[src/rtl/iec_pkg.sv]
// package for the enable/abort/general-call control block
// assumes one clock domain and a plain register port
package iec_pkg;
	// ==========================================================
	// register offsets
	localparam logic [7:0] IEC_GENERAL_CALL_IRQ_CLR_OFS = 8'h68;
	localparam logic [7:0] IEC_ENABLE_CTRL_OFS  = 8'h6C;
	localparam logic [7:0] IEC_RAW_INTR_OFS     = 8'h34;
	localparam logic [7:0] IEC_STATUS_OFS       = 8'h70;
	localparam logic [7:0] IEC_IRQ_STAT_OFS     = 8'h80;
	localparam logic [7:0] IEC_IRQ_MASK_OFS     = 8'h84;
	// ==========================================================
	// field positions
	localparam int IEC_ENABLE_BIT    = 0;
	localparam int IEC_ABORT_BIT     = 1;
	localparam int IEC_CMD_BLOCK_BIT = 2;
	localparam int IEC_GENERAL_CALL_IRQ_BIT  = 11;
	localparam int IEC_TFE_BIT       = 2;
	localparam int IEC_MST_ACT_BIT   = 5;
	// ==========================================================
	// reset values
	localparam logic       IEC_ENABLE_RST    = 1'b0;
	localparam logic       IEC_ABORT_RST     = 1'b0;
	localparam logic       IEC_CMD_BLOCK_RST = 1'b0;
	localparam logic [2:0] IEC_IRQ_RST       = 3'h0;
	// interrupt status layout: bit0 general call, bit1 tx abort, bit2 abort done
	localparam int IEC_IRQ_W = 3;
	// ==========================================================
	typedef struct packed {
		logic [7:0]  addr;
		logic [31:0] wdata;
		logic        wr;
		logic        rd;
	} iec_bus_req_s;

	typedef enum logic [1:0] {
		IEC_IDLE    = 2'b00,
		IEC_XFER    = 2'b01,
		IEC_STOP    = 2'b10,
		IEC_FLUSH   = 2'b11
	} iec_mst_state_e;

	function automatic logic iec_hit(input logic [7:0] a, input logic [7:0] ofs);
		iec_hit = (a == ofs);
	endfunction : iec_hit
endpackage : iec_pkg

[src/rtl/iec_ctrl.sv]
// enable/abort/command-block control with general-call clear and interrupts
// assumes a single-cycle register port and an external protocol engine
//
// Summary of operation
// reading clear register drops general-call flag
// command block set: no bus transmission starts
// block clear: transmit starts on first entry
// software blocks only when fifo empty, idle
// queued commands held until block cleared
// abort write accepted only while enabled
// writing zero cannot clear set abort
// abort: finish transfer, stop, flush, interrupt
// hardware clears abort when finished
// abort bit one while abort in progress
// block field bit two, reserved above
// disabled: fifos flushed, transfer wound down
// reserved bits read zero, writes ignored
`timescale 1ns/100ps
module iec_ctrl
(
	input  wire logic                  core_clk,
	input  wire logic                  nrst,
	input  wire iec_pkg::iec_bus_req_s bus_req,
	output logic [31:0]       rdata,
	input  wire logic         tx_fifo_empty,
	input  wire logic         general_call_irq_evt,
	input  wire logic         xfer_done,
	input  wire logic         stop_done,
	output logic              xfer_start,
	output logic              stop_issue,
	output logic              tx_flush,
	output logic              rx_flush,
	output logic              irq
);
	import iec_pkg::*;

	logic                 enable_reg;
	logic                 abort_reg;
	logic                 cmd_block_reg;
	logic [IEC_IRQ_W-1:0] mask_reg;
	logic [IEC_IRQ_W-1:0] flags;
	logic [IEC_IRQ_W-1:0] set_pulse;
	logic [IEC_IRQ_W-1:0] clr_bits;
	logic                 seq_flush;
	logic                 abort_done;
	logic                 master_active;
	logic                 wr_en;
	logic                 wr_mask;
	logic                 wr_stat;
	logic                 rd_gc;
	logic [31:0]          rdata_next;

	// ==========================================================
	// decode
	always_comb
	begin
		wr_en   = 1'b0;
		wr_mask = 1'b0;
		wr_stat = 1'b0;
		rd_gc   = 1'b0;
		if (bus_req.wr && iec_hit(bus_req.addr, IEC_ENABLE_CTRL_OFS))
			wr_en = 1'b1;
		else if (bus_req.wr && iec_hit(bus_req.addr, IEC_IRQ_MASK_OFS))
			wr_mask = 1'b1;
		else if (bus_req.wr && iec_hit(bus_req.addr, IEC_IRQ_STAT_OFS))
			wr_stat = 1'b1;
		else if (bus_req.rd && iec_hit(bus_req.addr, IEC_GENERAL_CALL_IRQ_CLR_OFS))
			rd_gc = 1'b1;
	end

	// ==========================================================
	// enable and command block
	always_ff @(posedge core_clk)
	begin
		if (!nrst)
		begin
			enable_reg    <= IEC_ENABLE_RST;
			cmd_block_reg <= IEC_CMD_BLOCK_RST;
		end
		else if (wr_en)
		begin
			enable_reg    <= bus_req.wdata[IEC_ENABLE_BIT];
			cmd_block_reg <= bus_req.wdata[IEC_CMD_BLOCK_BIT];
		end
	end

	// ==========================================================
	// abort bit: set only when enabled, cleared by hardware
	always_ff @(posedge core_clk)
	begin
		if (!nrst)
			abort_reg <= IEC_ABORT_RST;
		else if (abort_done)
			abort_reg <= 1'b0;
		else if (wr_en && enable_reg && bus_req.wdata[IEC_ABORT_BIT])
			abort_reg <= 1'b1;
	end

	always_ff @(posedge core_clk)
	begin
		if (!nrst)
			mask_reg <= IEC_IRQ_RST;
		else if (wr_mask)
			mask_reg <= bus_req.wdata[IEC_IRQ_W-1:0];
	end

	// ==========================================================
	// master sequencing
	iec_master_seq u_seq (
		.core_clk      (core_clk),
		.nrst          (nrst),
		.enable        (enable_reg),
		.cmd_block     (cmd_block_reg),
		.abort_req     (abort_reg),
		.tx_fifo_empty (tx_fifo_empty),
		.xfer_done     (xfer_done),
		.stop_done     (stop_done),
		.xfer_start    (xfer_start),
		.stop_issue    (stop_issue),
		.tx_flush      (seq_flush),
		.abort_done    (abort_done),
		.master_active (master_active)
	);

	assign tx_flush = seq_flush || (!enable_reg && !master_active);
	assign rx_flush = !enable_reg;

	// ==========================================================
	// interrupts
	assign set_pulse = {abort_done, abort_done, general_call_irq_evt};
	assign clr_bits  = (wr_stat ? bus_req.wdata[IEC_IRQ_W-1:0] : IEC_IRQ_RST)
		| {2'b00, rd_gc};

	iec_sticky u_sticky (
		.core_clk  (core_clk),
		.nrst      (nrst),
		.set_pulse (set_pulse),
		.clr_bits  (clr_bits),
		.flags     (flags)
	);

	assign irq = |(flags & mask_reg);

	// ==========================================================
	// read mux
	always_comb
	begin
		rdata_next = 32'h0;
		if (iec_hit(bus_req.addr, IEC_ENABLE_CTRL_OFS))
		begin
			rdata_next[IEC_ENABLE_BIT]    = enable_reg;
			rdata_next[IEC_ABORT_BIT]     = abort_reg;
			rdata_next[IEC_CMD_BLOCK_BIT] = cmd_block_reg;
		end
		else if (iec_hit(bus_req.addr, IEC_GENERAL_CALL_IRQ_CLR_OFS))
			rdata_next[0] = flags[0];
		else if (iec_hit(bus_req.addr, IEC_RAW_INTR_OFS))
			rdata_next[IEC_GENERAL_CALL_IRQ_BIT] = flags[0];
		else if (iec_hit(bus_req.addr, IEC_STATUS_OFS))
		begin
			rdata_next[IEC_TFE_BIT]     = tx_fifo_empty;
			rdata_next[IEC_MST_ACT_BIT] = master_active;
		end
		else if (iec_hit(bus_req.addr, IEC_IRQ_STAT_OFS))
			rdata_next[IEC_IRQ_W-1:0] = flags;
		else if (iec_hit(bus_req.addr, IEC_IRQ_MASK_OFS))
			rdata_next[IEC_IRQ_W-1:0] = mask_reg;
	end

	always_ff @(posedge core_clk)
	begin
		if (!nrst)
			rdata <= 32'h0;
		else if (bus_req.rd)
			rdata <= rdata_next;
		else
			rdata <= 32'h0;
	end
endmodule : iec_ctrl

[src/rtl/iec_master_seq.sv]
// master sequencer: starts transfers, runs abort as transfer end, stop, flush
// assumes the protocol engine reports transfer done and stop done pulses
`timescale 1ns/100ps
module iec_master_seq
(
	input  wire logic core_clk,
	input  wire logic nrst,
	input  wire logic enable,
	input  wire logic cmd_block,
	input  wire logic abort_req,
	input  wire logic tx_fifo_empty,
	input  wire logic xfer_done,
	input  wire logic stop_done,
	output logic      xfer_start,
	output logic      stop_issue,
	output logic      tx_flush,
	output logic      abort_done,
	output logic      master_active
);
	import iec_pkg::*;

	iec_mst_state_e state_reg;
	iec_mst_state_e state_next;

	always_comb
	begin
		state_next = state_reg;
		case (state_reg)
			IEC_IDLE:
				if (abort_req)
					state_next = IEC_STOP;
				else if (enable && !cmd_block && !tx_fifo_empty)
					state_next = IEC_XFER;
			IEC_XFER:
				if (xfer_done)
					state_next = (abort_req || !enable) ? IEC_STOP : IEC_IDLE;
			IEC_STOP:
				if (stop_done)
					state_next = IEC_FLUSH;
			IEC_FLUSH:
				state_next = IEC_IDLE;
			default:
				state_next = IEC_IDLE;
		endcase
	end

	always_ff @(posedge core_clk)
	begin
		if (!nrst)
			state_reg <= IEC_IDLE;
		else
			state_reg <= state_next;
	end

	assign xfer_start    = (state_reg == IEC_IDLE) && (state_next == IEC_XFER);
	assign stop_issue    = (state_reg == IEC_STOP);
	assign tx_flush      = (state_reg == IEC_FLUSH);
	assign abort_done    = (state_reg == IEC_FLUSH) && abort_req;
	assign master_active = (state_reg != IEC_IDLE);
endmodule : iec_master_seq

[src/rtl/iec_sticky.sv]
// sticky event bits with write-one-to-clear; set wins over clear
// assumes events are one-cycle pulses on core_clk
`timescale 1ns/100ps
module iec_sticky
(
	input  wire logic                          core_clk,
	input  wire logic                          nrst,
	input  wire logic [iec_pkg::IEC_IRQ_W-1:0] set_pulse,
	input  wire logic [iec_pkg::IEC_IRQ_W-1:0] clr_bits,
	output logic      [iec_pkg::IEC_IRQ_W-1:0] flags
);
	import iec_pkg::*;

	always_ff @(posedge core_clk)
	begin
		if (!nrst)
			flags <= IEC_IRQ_RST;
		else
			flags <= (flags & ~clr_bits) | set_pulse;
	end
endmodule : iec_sticky
[config.mk]
export PLATFORM = sky130hd
export DESIGN_NAME = iec_ctrl
export DESIGN_NICKNAME = d
export VERILOG_FILES = /design/src/rtl/iec_pkg.sv /design/src/rtl/iec_ctrl.sv /design/src/rtl/iec_master_seq.sv /design/src/rtl/iec_sticky.sv
export SDC_FILE = /design/constraint.sdc
export NUM_CORES = 1
export LEC_CHECK = 0
export BUFFER_PORTS_ARGS = -buffer_cell sky130_fd_sc_hd__buf_4
export CORE_MARGIN = 2
export CORE_UTILIZATION = 39
export DETAILED_ROUTE_END_ITERATION = 6
export PLACE_DENSITY = 0.77
export SLEW_MARGIN = 5
export SYNTH_ARGS = -nofsm -noshare
export SYNTH_HDL_FRONTEND = slang
export SYNTH_SLANG_ARGS = --single-unit
[constraint.sdc]
create_clock -name core_clk -period 1.7 [get_ports core_clk]
set_input_delay 0.085 -clock core_clk [delete_from_list [all_inputs] [get_ports core_clk]]
set_output_delay 0.085 -clock core_clk [all_outputs]
set_load 0.01 [all_outputs]
* Word level (Yosys, flattened, before mapping) *
Cells that the tools add are included.

storage, ports and cells
  word-level logic and storage cells = 78
  register bits after elaboration = 43
  bits of input ports = 48
  output and inout bits = 37

cells by class
  reductions and logical operators = 24
  equal/unequal tests = 10
  muxes and demuxes = 25
  bitwise gates (word level) = 9

operator list
  operator                                                         number
  8-bit by 7-bit == test with 1-bit output, second input constant  3
  8-bit == test, second input constant                             2
  3-bit 2-to-1 mux                                                 5
  2-bit 2-to-1 mux                                                 7
  1-bit 2-to-1 mux                                                 12
  1-bit logical AND                                                11
  8-bit by 6-bit == test with 1-bit output, second input constant  1
  2-bit one-hot mux with 4 select lines                            1
  3-bit AND                                                        2
  6-bit OR reduction                                               1
  5-bit OR reduction                                               1
  2-bit by 1-bit == test with 1-bit output, second input constant  2
  2-bit == test, second input constant                             2
  1-bit logical NOT                                                4
  1-bit NOT                                                        4
  3-bit NOT                                                        1
  3-bit by 1-bit OR with 3-bit output                              1
  3-bit OR                                                         1
  3-bit OR reduction                                               1
  2-bit logical NOT                                                1
  1-bit logical OR                                                 2
  2-bit AND reduction                                              1
  2-bit nonzero test                                               1
  2-bit OR reduction                                               1

* Logic depth before layout (Yosys ltp) *
Gate-level depths: netlist (run 1).

  depth after elaboration = 10
  gate-level depth with buffers = 5
  mapped depth without buffers = 4

* Cells and area by module *
Synthesis (run 1) repeated with hierarchy kept, for this count alone.

unflattened totals
  cell total of the unflattened synthesis = 120
  area total of the unflattened synthesis = 1,076.0 µm²

by module, submodules not included
  module          times used  cells each  area each (µm²)  sequential area each (µm²)
  iec_ctrl        1           95          805.8            220.2
  iec_master_seq  1           16          146.4            40.0
  iec_sticky      1           9           123.9            60.1

* Worst setup path after synthesis (run 1) *
OpenSTA, ideal clock, no wires.

  path kind = reg-to-reg
  start point = register abort_reg
  end point = register u_seq.state_reg[0]
  library setup time = 0.059 ns
  period minus slack after synthesis = 1.408 ns
  arrival = 1.348 ns
  path buffers = 0
  required time = 1.641 ns
  cell stages (with the launch flop) = 5
  path slack = 0.292 ns
  cell sequence = dfxtp_1 > or4b_1 > mux2_1 > o21ai_1 > and2_1

between the ends
  word-level cells in the longest chain between the ends = 2

ends and longest elaborated chain
  item                                   line                  source
  start: declaration                     iec_ctrl.sv:38        logic abort_reg;
  start signal: assignment               iec_ctrl.sv:92        abort_reg <= IEC_ABORT_RST;
  start signal: assignment               iec_ctrl.sv:94        abort_reg <= 1'b0;
  start signal: assignment               iec_ctrl.sv:96        abort_reg <= 1'b1;
  2-bit 2-to-1 mux                       iec_master_seq.sv:30  if (abort_req)
  2-bit one-hot mux with 4 select lines  iec_master_seq.sv:28  case (state_reg)
  end signal: assignment                 iec_master_seq.sv:52  state_reg <= state_next;
  end: declaration                       iec_master_seq.sv:22  iec_mst_state_e state_reg;

Every way passes these cells.
A chain may end at the register's enable or synchronous reset.

* Final worst setup path (run 1) *
  start point = register abort_reg
  end point = output port xfer_start

between the ends
  word-level cells in the longest chain between the ends = 6
  elaborated cells between the ends (all ways) = 7
  those cells by class = 1 x eq/ne; 4 x mux; 2 x reduce/logical

ends and longest elaborated chain
  item                                          line                  source
  1-bit logical OR                              iec_master_seq.sv:36  state_next = (abort_req || !enable) ? IEC_STOP : IEC_IDLE;
  2-bit 2-to-1 mux                              iec_master_seq.sv:36
  2-bit 2-to-1 mux                              iec_master_seq.sv:35  if (xfer_done)
  2-bit one-hot mux with 4 select lines (*)     iec_master_seq.sv:28
  2-bit by 1-bit == test with 1-bit output (*)  iec_master_seq.sv:55  assign xfer_start = (state_reg == IEC_IDLE) && (state_next == IEC_XFER);
  1-bit logical AND (*)                         iec_master_seq.sv:55
  end: declaration                              iec_ctrl.sv:29        output logic xfer_start,

Every way passes the cells marked *; elsewhere a longest branch is shown, timed or not.

==> run summary, run 1 <==
• outcome: finished, final reports clean
• length in cells of the worst reg-to-reg path: 4
• cell area after synthesis: 1060 um^2
• WP data arrival: 1.52 ns
• number of warnings issued by yosys: 0
• max FFs per register: 5
• post-synthesis to final-layout area growth: 19.1%
• count of clock tree sinks: 16
• count of flip-flops with a built-in enable after synthesis: 0
• cell-by-cell listing of the critical path: or4b_4 -> nor4_2 -> buf_4
• final critical path time including I/O delays and setup: 1.61 ns
• met2 routing resource usage after global routing: 26.4%
• clock input transition at the sequential cells of the worst setup and hold paths: 0.09 ns
• Total Nets Final: 203
• setup slack after layout: 0.0922 ns
• largest delay contributor family on the critical path: simple AND/OR/NAND/NOR gates
• number of core rows: 18
• number of slew-limit violations in the final report: 0
• final-report setup violation count: 0
• total global routing overflow: 0
• total routed wirelength: 2.29 mm
• vias after detailed routing: 893
• vias in the first global route: 813
• capturing element type of the critical path: output port
• Worst-Skew Late Latency: 0.29 ns
• vertical die dimension: 56.2 um
• share of cells above drive strength 1: 27.9%
• final hold violation count: 0
• antenna viol nets, final: 0
• Comb power frac: 14.8%
• internal cell power: 552 uW
• worst path buffer plus inverter count: 1
• sequential power share: 51.1%
• number of antenna violations at the first check in global routing: 0
• M3 GR Usage: 4.88%
• DIE WIDTH: 56.2 um
• number of placed I/O pins: 85
• setup repair bufs after CTS: 0
• Worst Hold Margin: 0.0420 ns
• synthesized area per cell: 8.56 um^2
• max capacitance violation total: 0
• cell depth of the worst setup path: 3
• predominant post-synthesis flop cell: dfxtp_1
• number of buffers between clock root and the deepest sink: 2
• post-route setup TNS: 0 ns
• maximum number of pins on one net before global-route repair: 14
• HPWL after detailed placement: 1.83 mm
• final period utilization: 94.6%
• P per Cell Area: 587 nW/um^2
• Crit Path Class: flop to output port
• clock buffer count from CTS: 3
• Post-Syn Instances: 124
• clock tree from TritonCTS: done
• critical path's largest stage delay: 0.55 ns
• count of unresolved DRC violations after routing: 0
• WL per Instance: 12.5 um
• routing layer with the top usage in global route: met2
• Worst Skew: 0.000723 ns
• share of power burned in the clock network: 34.1%
• core outline area: 2520 um^2
• instance count along the most critical hold path: 2
• filler instances: 254
• global routing met1 resource utilization: 15.2%
• wire length of the first global-routing pass: 3.58 mm
• Seq/Total Area, Yosys: 30.2%
• number of distinct library cells after synthesis: 36
• worst setup timing slack at the placement stage: 0.125 ns
• Min-Delay Path Class: input pin to flop
• drt first-iter violations: 25
• gr usage total: 14.2%
• count of input and output buffers: 28
• number of H-tree branching levels: 1
• Switching Share: 25.5%
• setup repair after global routing missed its margin: no
• share of flip-flops with an asynchronous set or reset: 0%
• fmax: 622 MHz
• antenna diode instance count: 0
• required time of the worst setup path: 1.62 ns
• leakage: 0.000543 uW
• root buffer selected by CTS: clkbuf_4
• Routability Congestion: 0.793
• Max IR drop VDD: 0.000512 V
• largest fanout on the critical path: 7
• total of flip-flops plus latches after synthesis: 16
• Worst Setup Start Kind: flop
• Psw: 189 uW
• Die Footprint: 3150 um^2
• initial cell density of the core: 42.1%
• CP max-delay cell: or4b_4
• vias per cell: 4.85
• drt pass-1 iters: 4
==> cell type report <==
type,instances,area [um^2],share of cell area [%]
Clock buffer,4,36.3,2.87
Inverter,5,18.8,1.49
Multi-Input combinational cell,98,612,48.4
Sequential cell,16,322,25.4
Tap cell,30,37.5,2.97
Timing Repair Buffer,31,238,18.8
==> kinds of logic after synthesis <==
group	share of synthesized area [%]
other	0.353
AO/OA/AOI/OAI	11.3
AND/OR/NAND/NOR	27.1
multiplexers	8.73
buffers and inverters	22.3
flip-flops	30.2
==> power groups by stage <==
stage / logic [uW] / clock network [uW] / registers [uW]
after floorplan: 103 / 0 / 386
after global placement: 100 / 0 / 387
after detailed placement: 103 / 0 / 387
after CTS: 107 / 263 / 379
after global routing: 120 / 274 / 379
final: 110 / 253 / 379
==> final timing paths <==
| kind | from | slack, ns | to |
|---|---|---|---|
| max | abort_reg | 0.09 | xfer_start |
| max reg2reg | abort_reg | 0.19 | u_seq.state_reg[0] |
| min | general_call_irq_evt | 0.04 | u_sticky.flags[0] |
| min reg2reg | cmd_block_reg | 0.51 | rdata[2] |
==> cells in the final DEF (no fill, tap or decap), types with 4 or more instances in the layout <==
| cell | instances |
|---|---|
| buf_4 | 29 |
| conb_1 | 27 |
| dfxtp_1 | 15 |
| nor2_1 | 8 |
| nor2b_1 | 7 |
| nand2_1 | 7 |
| mux2i_1 | 7 |
| inv_1 | 5 |
| a31oi_1 | 4 |
==> metrics by stage <==
step / utilization, % / total power, uW / std cells / area, um^2
floorplan: - / 490 / 150 / 1160
global placement: 47.4 / 488 / 178 / 1200
detailed placement: 47.4 / 491 / 178 / 1200
CTS: 49.9 / 749 / 184 / 1260
global route: 50.1 / 773 / 184 / 1260
finish: 50.1 / 741 / 184 / 1260
==> worst reg2reg max path, delay by kind of cell, from the launching register on <==
family	cells	cell delay, ns
AND/OR/NAND/NOR	2	0.67
flip-flops	1	0.37
multiplexers	1	0.31
AO/OA/AOI/OAI	1	0.11
==> synth_stat cells (all sizes together), types with 2 or more instances <==
master / n / share of area (%)
buf: 27 / 19
dfxtp: 16 / 30
nor2: 9 / 3.9
mux2i: 7 / 6.6
nand2: 7 / 2.5
nor2b: 7 / 4.1
o21ai: 6 / 2.8
inv: 5 / 1.8
a31oi: 4 / 2.4
clkbuf: 4 / 1.4
nor3: 4 / 2.8
nand3: 3 / 1.4
nand3b: 3 / 2.1
or4b: 3 / 3.5
mux2: 2 / 2.1
==> timing repair <==
item / 4_1_cts / 5_1_grt
resized for setup: 1 / 2
endpoints found under the setup margin: 1 / 1
hold buffers: 2 / 0
hold endpoints to repair: 2 / 0
cloned: 0 / 0
==> routing by layer <==
layer | up-vias | share of wire [%]
li1 | 437 | -
met1 | 408 | 39
met2 | 44 | 53
met3 | 4 | 7.7
met4 | 0 | 0.52
met5 | - | 0
(Power assumes the default switching activity.)
==> run 2: changes to the inputs <==
- CORE_ASPECT_RATIO: unset -> 1.2
- PLACE_DENSITY: 0.77 -> unset
- PLACE_DENSITY_LB_ADDON: unset -> 0.05
==> run summary, run 2 (synthesized netlist as in run 1, its figures left out) <==
• setup slack after layout: 0.122 ns, +0.0296 ns
• vias after detailed routing: 858, -3.9%
• max capacitance violation total: 0, unchanged
• Routability Congestion: 0.760, -4.2%
• uppermost layer routed: met4
• count of unresolved DRC violations after routing: 0, unchanged
• vias in the first global route: 704, -13%
• most common library cell in the layout ignoring fill and taps: buf_4
• Worst-Skew Late Latency: 0.28 ns, about the same
• Die Footprint: 3160 um^2, about the same
• Max IR drop VDD: 0.000372 V, -27%
• setup repair bufs after CTS: 0, unchanged
• count of input and output buffers: 28, unchanged
• final hold violation count: 0, unchanged
• area of placed instances: 1200 um^2, +0.31%
• antenna diode instance count: 0, unchanged
• antenna viol nets, final: 0, unchanged
• maximum number of pins on one net before global-route repair: 14, unchanged
• setup repair after global routing missed its margin: no
• final-report setup violation count: 0, unchanged
• number of slew-limit violations in the final report: 0, unchanged
• core outline area: 2550 um^2, +1.2%
• fmax: 634 MHz, +1.9%
• clock tree from TritonCTS: done
• WP data arrival: 1.49 ns, -0.03 ns
• Crit Path Class: flop to output port
• vertical die dimension: 61.1 um, +8.9%
• Min-Delay Path Class: input pin to flop
• leakage: 0.000536 uW, -1.3%
• max FFs per register: 5, unchanged
• wire length of the first global-routing pass: 3.30 mm, -7.9%
• final period utilization: 92.8%, -1.7 points
• number of antenna violations at the first check in global routing: 0, unchanged
• outcome: finished, final reports clean
• WL per Instance: 11.3 um, -9.5%
• wire length on met1: 880 um, -0.56%
• total routed wirelength: 2.10 mm, -8.5%
• post-route setup TNS: 0 ns, unchanged
• required time of the worst setup path: 1.62 ns, about the same
• root buffer selected by CTS: clkbuf_4
• DIE WIDTH: 51.6 um, -8.1%
• worst setup timing slack at the placement stage: 0.113 ns, -0.0118 ns
• clock buffer count from CTS: 3, unchanged
• drt pass-1 iters: 4, unchanged
• number of H-tree branching levels: 1, unchanged
• number of placed I/O pins: 85, unchanged
• count of clock tree sinks: 16, unchanged
• largest fanout on the critical path: 7, unchanged
• initial cell density of the core: 41.6%, -0.49 points
• total global routing overflow: 0, unchanged
• Core Util, Final: 49.1%, -0.98 points
• clock input transition at the sequential cells of the worst setup and hold paths: 0.09 ns, about the same
• Met2 Routed Length: 1.07 mm, -13%
• Worst Skew: 0.00114 ns, +0.000422 ns
• Total Nets Final: 203, unchanged
• number of buffers between clock root and the deepest sink: 2, unchanged
• HPWL after detailed placement: 1.70 mm, -6.9%
• P per Cell Area: 549 nW/um^2, -6.4%
• number of core rows: 20, +2
• final critical path time including I/O delays and setup: 1.58 ns, -0.0296 ns
• Final Total Pwr: 688 uW, -7.1%
• vias per cell: 4.61, -5.0%
• WL met3: 123 um, -31%
• post-synthesis to final-layout area growth: 18.2%
• Worst Setup Start Kind: flop
• drt first-iter violations: 32, +28%
• leading cell types in the layout, fill and taps excluded: buf_4 (29), conb_1 (27), dfxtp_1 (15)
• post-route design area: 1250 um^2, -0.79%
• gr usage total: 14.3%, about the same
• share of cells above drive strength 1: 27.5%, -0.47 points
• capturing element type of the critical path: output port
## run 2: worst paths after layout
path	startpoint	end	slack (ns)	cells after the start
setup / recovery	abort_reg	xfer_start	0.12	3
hold / removal	general_call_irq_evt	u_sticky.flags[0]	0.05	2
setup reg to reg	abort_reg	u_seq.state_reg[0]	0.19	4
hold reg to reg	cmd_block_reg	rdata[2]	0.50	2
## run 2: per-stage QoR
step | cells | hold WS, ns
3_3_place_gp | 181 | 0.301
5_1_grt | 186 | 0.0440
4_1_cts | 186 | 0.0362
3_5_place_dp | 181 | 0.305
6_report | 186 | 0.0464
2_1_floorplan | 150 | 0.185
## run 2: per-layer routing
layer | up-vias | global-route usage [%]
met2 | 33 | 22.7
met5 | - | 0
met4 | 0 | 9.02
li1 | 436 | -
met1 | 387 | 18.3
met3 | 2 | 1.94
## run 2: layout make-up
cell class                      count  area [um^2]
Timing Repair Buffer               31          238
Inverter                            5         18.8
Fill cell                         291         1300
Sequential cell                    16          322
Clock buffer                        3         22.5
Tap cell                           33         41.3
Multi-Input combinational cell     98          612
## run 2: worst max-delay path, cell delays in order (launching register included)
cell,delay (ns)
dfxtp_2,0.36
or4b_4,0.55
nor4_2,0.14
buf_4,0.16
## run 2: power by group
group | internal (uW) | switching (uW) | total, uW
Combinational | 45.0 | 62.8 | 108
Sequential | 376 | 2.26 | 379
Clock | 82.3 | 120 | 202
## run 2: timing repair
item / CTS / global route
hold buffers: 2 / 0
endpoints found under the setup margin: 0 / 1
resized for setup: 0 / 3
hold endpoints to repair: 2 / 0
==> run 3: changes to the inputs <==
- HOLD_SLACK_MARGIN: unset -> 0.12
==> run summary, run 3 (synthesized netlist as in run 1, its figures left out) <==
• antenna viol nets, final: 0, unchanged
• number of slew-limit violations in the final report: 0, unchanged
• drt first-iter violations: 21, -34%
• Crit Path Class: input pin to flop
• vias in the first global route: 737, +4.7%
• max FFs per register: 5, unchanged
• number of buffers between clock root and the deepest sink: 2, unchanged
• total global routing overflow: 0, unchanged
• largest fanout on the critical path: 12, +5
• number of H-tree branching levels: 1, unchanged
• sequential cell area: 322 um^2, unchanged
• area of placed instances: 1200 um^2, unchanged
• total routed wirelength: 2.22 mm, +5.8%
• final critical path time including I/O delays and setup: 1.65 ns, +0.0724 ns
• count of input and output buffers: 28, unchanged
• Psw: 191 uW, +3.1%
• root buffer selected by CTS: clkbuf_4
• core outline area: 2550 um^2, unchanged
• cell-by-cell listing of the critical path: dlygate4sd3_1 -> buf_6 -> mux2i_2 -> o22ai_1 -> nand3_1 -> o21ai_1 -> dlygate4sd3_1
• final-report setup violation count: 0, unchanged
• post-synthesis to final-layout area growth: 28.1%
• leakage: 0.000576 uW, +7.6%
• fmax: 606 MHz, -4.4%
• Switching Share: 26.9%, +0.086 points
• vias after detailed routing: 888, +3.5%
• number of antenna violations at the first check in global routing: 0, unchanged
• CP max-delay cell: dlygate4sd3_1
• multi-input logic area: 623 um^2, +1.8%
• vertical die dimension: 61.1 um, unchanged
• sequential power share: 53.5%, -1.5 points
• clock buffer count from CTS: 3, unchanged
• Min-Delay Path Class: input pin to flop
• Max IR drop VDD: 0.000376 V, +0.98%
• count of clock tree sinks: 16, unchanged
• most common library cell in the layout ignoring fill and taps: buf_4
• wire length of the first global-routing pass: 3.41 mm, +3.3%
• required time of the worst setup path: 1.88 ns, +0.26 ns
• internal cell power: 517 uW, +2.7%
• number of placed I/O pins: 85, unchanged
• leading cell types in the layout, fill and taps excluded: buf_4 (28), conb_1 (27), dfxtp_1 (15)
• Final Total Pwr: 708 uW, +2.8%
• Comb power frac: 17.8%, +2.1 points
• gr usage total: 14.8%, +0.51 points
• Worst Hold Margin: 0.177 ns, +0.131 ns
• worst setup timing slack at the placement stage: 0.113 ns, unchanged
• maximum number of pins on one net before global-route repair: 14, unchanged
• WP data arrival: 1.83 ns, +0.34 ns
• Worst Skew: 0.00273 ns, +0.00158 ns
• Worst Setup Start Kind: input pin
• clock tree from TritonCTS: done
• clock input transition at the sequential cells of the worst setup and hold paths: 0.09 ns, about the same
• WL per Instance: 11.4 um, +0.89%
• drt pass-1 iters: 4, unchanged
• vias per cell: 4.55, -1.3%
• outcome: finished, final reports clean
• capturing element type of the critical path: flop
• setup slack after layout: 0.0494 ns, -0.0724 ns
• count of unresolved DRC violations after routing: 0, unchanged
• initial cell density of the core: 41.6%, unchanged
• filler instances: 285, -2.1%
• Routability Congestion: 0.760, unchanged
• critical path's largest stage delay: 0.56 ns, about the same
• setup repair after global routing missed its margin: no
• HPWL after detailed placement: 1.70 mm, unchanged
• final period utilization: 97.1%, +4.3 points
• share of power burned in the clock network: 28.6%, -0.7 points
• post-route setup TNS: 0 ns, unchanged
• number of core rows: 20, unchanged
• Worst-Skew Late Latency: 0.28 ns, about the same
• Die Footprint: 3160 um^2, unchanged
• post-route design area: 1360 um^2, +8.4%
• cell repeated most along the worst path: dlygate4sd3_1
• max capacitance violation total: 0, unchanged
• final hold violation count: 0, unchanged
• antenna diode instance count: 0, unchanged
• share of cells above drive strength 1: 27.8%, +0.33 points
• Total Nets Final: 212, +4.4%
• DIE WIDTH: 51.6 um, unchanged
• P per Cell Area: 521 nW/um^2, -5.1%
-- run 3: cell count changes in the layout (fill, tap and decap cells not counted), sizes merged --
| cell | delta |
|---|---|
| dlygate4sd3 | +9 |
-- run 3: layout make-up --
type	instances	share of cell area, %
inverters	5	1.38
repair buffers	40	24.4
clock buffers	3	1.66
well taps	33	3.04
multi-input cells	98	45.9
flip-flops and latches	16	23.7
-- run 3: metrics by stage --
| stage | std cells | utilization [%] |
|---|---|---|
| after floorplan | 150 | - |
| after global placement | 181 | 47.0 |
| after detailed placement | 181 | 47.0 |
| after CTS | 195 | 52.2 |
| after global routing | 195 | 53.2 |
| final | 195 | 53.2 |
-- run 3: path summary, 6_finish.rpt --
| path | start | end | slack [ns] | cells after the start |
|---|---|---|---|---|
| setup / recovery | bus_req[36] | rdata[2] | 0.05 | 7 |
| hold / removal | bus_req[40] | rdata[11] | 0.18 | 3 |
| setup reg to reg | abort_reg | u_seq.state_reg[0] | 0.19 | 4 |
| hold reg to reg | mask_reg[1] | mask_reg[1] | 0.55 | 2 |
-- run 3: worst max-delay path, delay by kind of cell --
family | cells | cell delay [ns]
buf+inv | 3 | 1.27
mux | 1 | 0.23
compound gates | 2 | 0.17
simple gates | 1 | 0.08
-- run 3: what timing repair did --
action | in CTS | in global routing
endpoints found under the setup margin | 0 | 2
buffers inserted | 0 | 0
hold buffers | 11 | 0
endpoints found under the hold margin | 15 | 0
gates resized for setup | 0 | 8
-- run 3: power by group through the flow --
stage / Sequential, uW / Clock [uW] / Combinational [uW]
2_1_floorplan: 386 / 0 / 103
3_3_place_gp: 387 / 0 / 102
3_5_place_dp: 387 / 0 / 103
4_1_cts: 379 / 213 / 122
5_1_grt: 379 / 223 / 139
6_report: 379 / 203 / 126
-- run 3: metal layers --
metal	global-route usage, %	wire length, um
met5	0	0
met3	1.70	130
met2	24.4	1130
met4	9.02	27
met1	18.6	932
